`config.mk`:
```
export PLATFORM = sky130hd
export DESIGN_NAME = shu_shift_unit
export DESIGN_NICKNAME = d
export VERILOG_FILES = /design/src/shu_barrel.v /design/src/shu_shift_unit.v
export VERILOG_INCLUDE_DIRS = /design/src
export SDC_FILE = /design/constraint.sdc
export NUM_CORES = 1
export LEC_CHECK = 0
export ABC_AREA = 1
export BUFFER_PORTS_ARGS = -buffer_cell sky130_fd_sc_hd__clkbuf_2
export CORE_MARGIN = 2
export CORE_UTILIZATION = 40
export CTS_CLUSTER_DIAMETER = 150
export DETAILED_ROUTE_END_ITERATION = 16
export GPL_TIMING_DRIVEN = 0
export PLACE_DENSITY = 0.65
export SYNTH_ARGS = -nofsm -noshare
export SYNTH_HDL_FRONTEND = slang
export SYNTH_SLANG_ARGS = --single-unit
```
`constraint.sdc`:
```
create_clock -name sys_clk -period 4 [get_ports sys_clk]
set_clock_uncertainty 0.05 [all_clocks]
set_input_delay 1.2 -clock sys_clk [delete_from_list [all_inputs] [get_ports sys_clk]]
set_output_delay 1.2 -clock sys_clk [all_outputs]
set_load 0.1 [all_outputs]
```
`src/shu_map.vh`:
```
// Purpose: Constants for the shift unit: instruction fields and opcodes
// Assumes: 32-bit R-type instruction words
// Notes: Included by the shift unit design file only; the barrel shifter does not use it
`ifndef SHU_MAP_VH
`define SHU_MAP_VH

// ----------------------------------------
// Instruction fields
// ----------------------------------------
`define SHU_OP_HI 5
`define SHU_OP_LO 0
`define SHU_OPX_HI 16
`define SHU_OPX_LO 11
`define SHU_IMM_HI 10
`define SHU_IMM_LO 6
`define SHU_A_HI 31
`define SHU_A_LO 27
`define SHU_B_HI 26
`define SHU_B_LO 22
`define SHU_C_HI 21
`define SHU_C_LO 17

// ----------------------------------------
// Opcode values
// ----------------------------------------
`define SHU_OP_RTYPE 6'h3a
`define SHU_OPX_SLLI 6'h12
`define SHU_OPX_SRA 6'h3b
`define SHU_OPX_SRAI 6'h3a
`define SHU_OPX_SRL 6'h1b

// ----------------------------------------
// Operation selects
// ----------------------------------------
`define SHU_SEL_SLLI 2'h0
`define SHU_SEL_SRA 2'h1
`define SHU_SEL_SRAI 2'h2
`define SHU_SEL_SRL 2'h3

// ----------------------------------------
// Reset values
// ----------------------------------------
`define SHU_RESULT_RST 32'h0000_0000
`define SHU_DEST_RST 5'h00

`endif

```
`src/shu_barrel.v`:
```
// Purpose: Combinational 32-bit barrel shifter, left or right, zero or sign fill
// Assumes: Count is five bits
// Notes: Used by shu_shift_unit
`timescale 1ns/10ps
module shu_barrel
(
   // Operands
   input wire [31:0] data_in,
   input wire [4:0] count,
   // Control
   input wire shift_left,
   input wire arith,
   // Result
   output reg [31:0] data_out
);

   reg signed [31:0] sdata;

   always @*
   begin
      sdata = data_in;
      if (shift_left)
      begin
         data_out = data_in << count;
      end
      else if (arith)
      begin
         data_out = sdata >>> count;
      end
      else
      begin
         data_out = data_in >> count;
      end
   end

endmodule

```
`src/shu_shift_unit.v`:
```
// Purpose: Shift unit for immediate-left, register/immediate arithmetic right
//          and register logical right instructions
// Assumes: Decode stage presents instruction and register values with valid
// Notes: One cycle of latency; result and destination index are registered
//        Words that are not one of the four forms drop the valid and leave result and destination holding
//        Register forms ignore bits 10..6 of the word
`timescale 1ns/10ps
`include "shu_map.vh"
module shu_shift_unit
(
   // Clock and reset
   input wire sys_clk,
   input wire rst,
   // Decode stage
   input wire instr_valid,
   input wire [31:0] instr_word,
   input wire [31:0] first_source_operand,
   input wire [31:0] second_source_operand,
   // Write-back
   output reg result_valid_q,
   output reg [31:0] result_q,
   output reg [4:0] destination_operand_q,
   output reg exception_q
);

   // ----------------------------------------
   // Decode helpers
   // ----------------------------------------
   // One shift form: R-type opcode, matching extended opcode and, for the
   // immediate forms, a zero second register field
   function shu_match;
      input [31:0] word;
      input [5:0] opx_code;
      input imm_form;
      begin
         shu_match = (word[`SHU_OP_HI:`SHU_OP_LO] == `SHU_OP_RTYPE)
            && (word[`SHU_OPX_HI:`SHU_OPX_LO] == opx_code)
            && (!imm_form || (word[`SHU_B_HI:`SHU_B_LO] == 5'h00));
      end
   endfunction

   function shu_sel_left;
      input [1:0] sel_in;
      begin
         shu_sel_left = (sel_in == `SHU_SEL_SLLI);
      end
   endfunction

   function shu_sel_arith;
      input [1:0] sel_in;
      begin
         shu_sel_arith = (sel_in == `SHU_SEL_SRA) || (sel_in == `SHU_SEL_SRAI);
      end
   endfunction

   function shu_sel_reg;
      input [1:0] sel_in;
      begin
         shu_sel_reg = (sel_in == `SHU_SEL_SRA) || (sel_in == `SHU_SEL_SRL);
      end
   endfunction

   // Register forms take the low five bits of the second source register
   function [4:0] shu_count_sel;
      input reg_form_in;
      input [4:0] reg_low;
      input [4:0] imm_value;
      begin
         if (reg_form_in)
         begin
            shu_count_sel = reg_low;
         end
         else
         begin
            shu_count_sel = imm_value;
         end
      end
   endfunction

   // ----------------------------------------
   // Decode
   // ----------------------------------------
   wire [4:0] shift_count_immediate;
   wire [4:0] c_index;
   wire match_left_imm;
   wire match_arith_reg;
   wire match_arith_imm;
   wire match_logic_reg;
   reg hit;
   reg [1:0] sel;

   assign shift_count_immediate = instr_word[`SHU_IMM_HI:`SHU_IMM_LO];
   assign c_index = instr_word[`SHU_C_HI:`SHU_C_LO];
   // Extended opcodes differ, so at most one match line is high
   assign match_left_imm = shu_match(instr_word, `SHU_OPX_SLLI, 1'b1);
   assign match_arith_reg = shu_match(instr_word, `SHU_OPX_SRA, 1'b0);
   assign match_arith_imm = shu_match(instr_word, `SHU_OPX_SRAI, 1'b1);
   assign match_logic_reg = shu_match(instr_word, `SHU_OPX_SRL, 1'b0);

   // Any other word leaves hit low, drops the valid and leaves result and destination holding
   always @*
   begin
      hit = 1'b0;
      sel = `SHU_SEL_SLLI;
      case ({match_left_imm, match_arith_reg, match_arith_imm, match_logic_reg})
         4'h8:
         begin
            hit = 1'b1;
            sel = `SHU_SEL_SLLI;
         end
         4'h4:
         begin
            hit = 1'b1;
            sel = `SHU_SEL_SRA;
         end
         4'h2:
         begin
            hit = 1'b1;
            sel = `SHU_SEL_SRAI;
         end
         4'h1:
         begin
            hit = 1'b1;
            sel = `SHU_SEL_SRL;
         end
         default:
         begin
            hit = 1'b0;
            sel = `SHU_SEL_SLLI;
         end
      endcase
   end

   // ----------------------------------------
   // Shift datapath
   // ----------------------------------------
   wire reg_form;
   wire left_shift;
   wire arith_fill;
   wire [4:0] count;
   wire [31:0] shifted;

   assign reg_form = shu_sel_reg(sel);
   assign left_shift = shu_sel_left(sel);
   // Sign fill for both arithmetic forms; logical right fills zeros
   assign arith_fill = shu_sel_arith(sel);
   assign count = shu_count_sel(reg_form, second_source_operand[4:0], shift_count_immediate);

   shu_barrel u_barrel
   (
      .data_in(first_source_operand),
      .count(count),
      .shift_left(left_shift),
      .arith(arith_fill),
      .data_out(shifted)
   );

   // ----------------------------------------
   // Write-back registers
   // ----------------------------------------
   wire accept;

   assign accept = instr_valid & hit;

   // Valid pulse: one cycle per accepted shift
   always @(posedge sys_clk)
   begin
      if (rst)
      begin
         result_valid_q <= 1'b0;
      end
      else
      begin
         result_valid_q <= accept;
      end
   end

   // Result and destination hold until the next accepted shift
   always @(posedge sys_clk)
   begin
      if (rst)
      begin
         result_q <= `SHU_RESULT_RST;
      end
      else if (accept)
      begin
         result_q <= shifted;
      end
   end

   always @(posedge sys_clk)
   begin
      if (rst)
      begin
         destination_operand_q <= `SHU_DEST_RST;
      end
      else if (accept)
      begin
         destination_operand_q <= c_index;
      end
   end

   // No shift form can fault, so the flag stays low
   always @(posedge sys_clk)
   begin
      if (rst)
      begin
         exception_q <= 1'b0;
      end
      else
      begin
         exception_q <= 1'b0;
      end
   end

endmodule

```
==> flow_summary.ini <==
[synthesis]
yosys.cell_types.count = 35
ys.flop_type = dfxtp_1
synth_compound_area_share_pct = 10.9
synthArstFlopShare_pct = 0
synth_area_per_cell_sq_um = 5.24
synth_fa_ha_area_share_pct = 0.235
synth-simple-area-share_pct = 62.6
netlist.area_leader.share_pct = 28.7
synth_edf_count = 0
synthesis.area_sq_mm = 0.00533
synth_top_family_by_area = simple AND/OR/NAND/NOR gates
synth.most_common_cell = nand2_1
netlist_top_cells_area = nand3_1, nand2_1, dfxtp_1
yosysTopAreaCell = nand3_1
yosysWarningCount = 0
synthTopCellsByCount = nand2_1, nand3_1, nor2_1, inv_1, a21oi_1
ys_seq_elements = 38
synth_seq_area_share_pct = 14.3
synth_mux_area_share_pct = 0
syn_inst = 1017
synth-xor-area-share_pct = 0
synth_fp_nets = 1117

[cts]
cts_max_level = 2
ctsRootBufferMaster = clkbuf_16
cts_made_buffers = 5
cts_tree = yes
clk_latency_ns = 0.28
clk_path_buf_depth = 2
clk_pin_slew_worst_paths_ns = 0.06
cts_resized = 0
ctsHoldBuffers = 0
cts.sinks = 38
post_cts_buffers = 0

[placement]
finalWeightedCongestion = 1.09
dp_hpwl_mm = 20.5
numPortBuffers = 103

[finish]
final_util_pct = 47.7
num_antenna_cells = 0
nNetsFinal = 1227
syn2layout_area_growth_pct = 17.4
drive_gt1_share_pct = 17.1

[die]
start_util_pct = 40.6
core_area_sq_mm = 0.0131
die_h_um = 119
die_w_um = 119
ios = 138
dieArea_sq_mm = 0.0143
fp-row-count = 42

[global_routing]
globalRoute.totalOverflow = 0
grt_use_met3_pct = 9.24
grt_antenna_before_repair = 0
grtUsageMet1_pct = 44.9
grt_max_degree = 14
grt_pass1_vias = 7378
grt-busiest-layer = met2
grt_usage_pct = 35.8
grt.met2_usage_pct = 55.5
grt_first_pass_wirelength_mm = 39.4

[sta]
max_freq_mhz = 281
tightestPinTransition_ns = 0.583
min_period_ns = 3.56
fin_setup_tns_ns = 0
final_hold_viol_count = 0
relSlewSlack_pct = 61.1
drv_slew = 0
rsz0062_at_grt = no
setup_viol = 0
finalCritPeriodShare_pct = 89.0

[pwr]
leakage_nw = 3.33
power_density_mw_per_mm2 = 237
finalPower_mw = 1.48
irDropWorstVdd_mv = 0.155

[detailed_routing]
ant_nets = 0
num_vias = 7783
first_pass_iters = 7
routedWlPerCell_um = 19.7
routed_wirelength_mm = 25.7
drc = 0
first_iter_violations = 1165
vias_per_cell = 5.97

[min_path]
hp-class = reg -> reg

[worst_setup_path]
arrival_ns = 3.72
crit_fanout = 10
r2r_slack_ns = 3.26
worstSetupPathType = in -> reg
endpoint_kind = register
crit_required_ns = 4.16
crit_path_start_kind = primary input

[outcome]
outcome = complete, no violations

[run]
maxCapViolations = 0
[sequential cells by signal, summed over array words and instances (netlist names)]
register / count
result_q: 32
destination_operand_q: 5
result_valid_q: 1
[layer usage]
metal  vias up  share of wire (%)
met1      3497                 37
met2       561                 43
met4         0                6.4
met5         -                  0
li1       3606                  -
met3       119                 13
[per-stage QoR]
stage | hold slack (ns) | cells | worst slack [ns] | instance area [sq um]
final | 0.417 | 1304 | 0.442 | 6260
after detailed placement | 0.409 | 1296 | 0.201 | 6070
after global routing | 0.433 | 1304 | 0.201 | 6260
after floorplan | 0.852 | 1017 | 0.799 | 5330
after CTS | 0.418 | 1304 | 0.457 | 6260
after global placement | 0.403 | 1296 | 0.215 | 6070
[final cells by class]
| type | instances | area [sq um] |
|---|---|---|
| Buffer | 67 | 409 |
| Clock buffer | 5 | 125 |
| Clock inverter | 3 | 68.8 |
| Fill cell | 1551 | 6870 |
| Inverter | 60 | 230 |
| Multi-Input combinational cell | 852 | 3930 |
| Sequential cell | 38 | 761 |
| Tap cell | 176 | 220 |
| Timing Repair Buffer | 103 | 515 |
[power breakdown]
part | switching [mW] | leakage (nW) | internal, mW
Sequential | 0.0000729 | 0.306 | 0.379
Clock | 0.153 | 0.0940 | 0.358
Combinational | 0.415 | 2.93 | 0.178
[worst paths after layout]
path | from | endpoint | cells past startpoint
worst max-delay path | instr_word[14] | result_q[1] | 18
worst min-delay path | result_q[30] | result_q[30] | 2
worst max register to register | result_q[15] | result_q[15] | 2
worst min register to register | result_q[30] | result_q[30] | 2
[cells by family after synthesis]
family,count (synthesis)
fa+ha+maj,1
other cells,1
buf+inv,127
compound gates,110
flops,38
simple gates,740
[cells in the final DEF (no fill, tap or decap), types with 2 or more instances in the layout]
cell,instances
nand2_1,332
nand3_1,306
clkbuf_2,103
nor2_1,65
inv_1,56
a21oi_1,45
o21ai_0,41
dfxtp_1,38
buf_2,27
clkbuf_1,17
o21ai_1,14
buf_6,12
buf_4,9
nand2_2,8
nor2_2,6
nand2_4,5
nand4_1,5
clkbuf_16,5
o211ai_1,4
nand3_2,3
and3_1,3
nand2_8,2
inv_4,2
o21ai_2,2
inv_2,2
buf_1,2
bufinv_16,2
[critical path: stages]
cell	delay (ns)
clkbuf_2	0.09
inv_1	0.04
nor2_2	0.09
nand2_1	0.10
nor2_2	0.13
nand2_2	0.13
nand2_8	0.14
inv_4	0.07
ha_1	0.27
clkbuf_1	0.33
inv_1	0.24
nor2_1	0.25
nand2_1	0.10
nand3_1	0.15
nand2_1	0.09
nand2_1	0.10
nand2_1	0.08
a21oi_1	0.12
No activity file was read; power rests on OpenSTA's default activity.
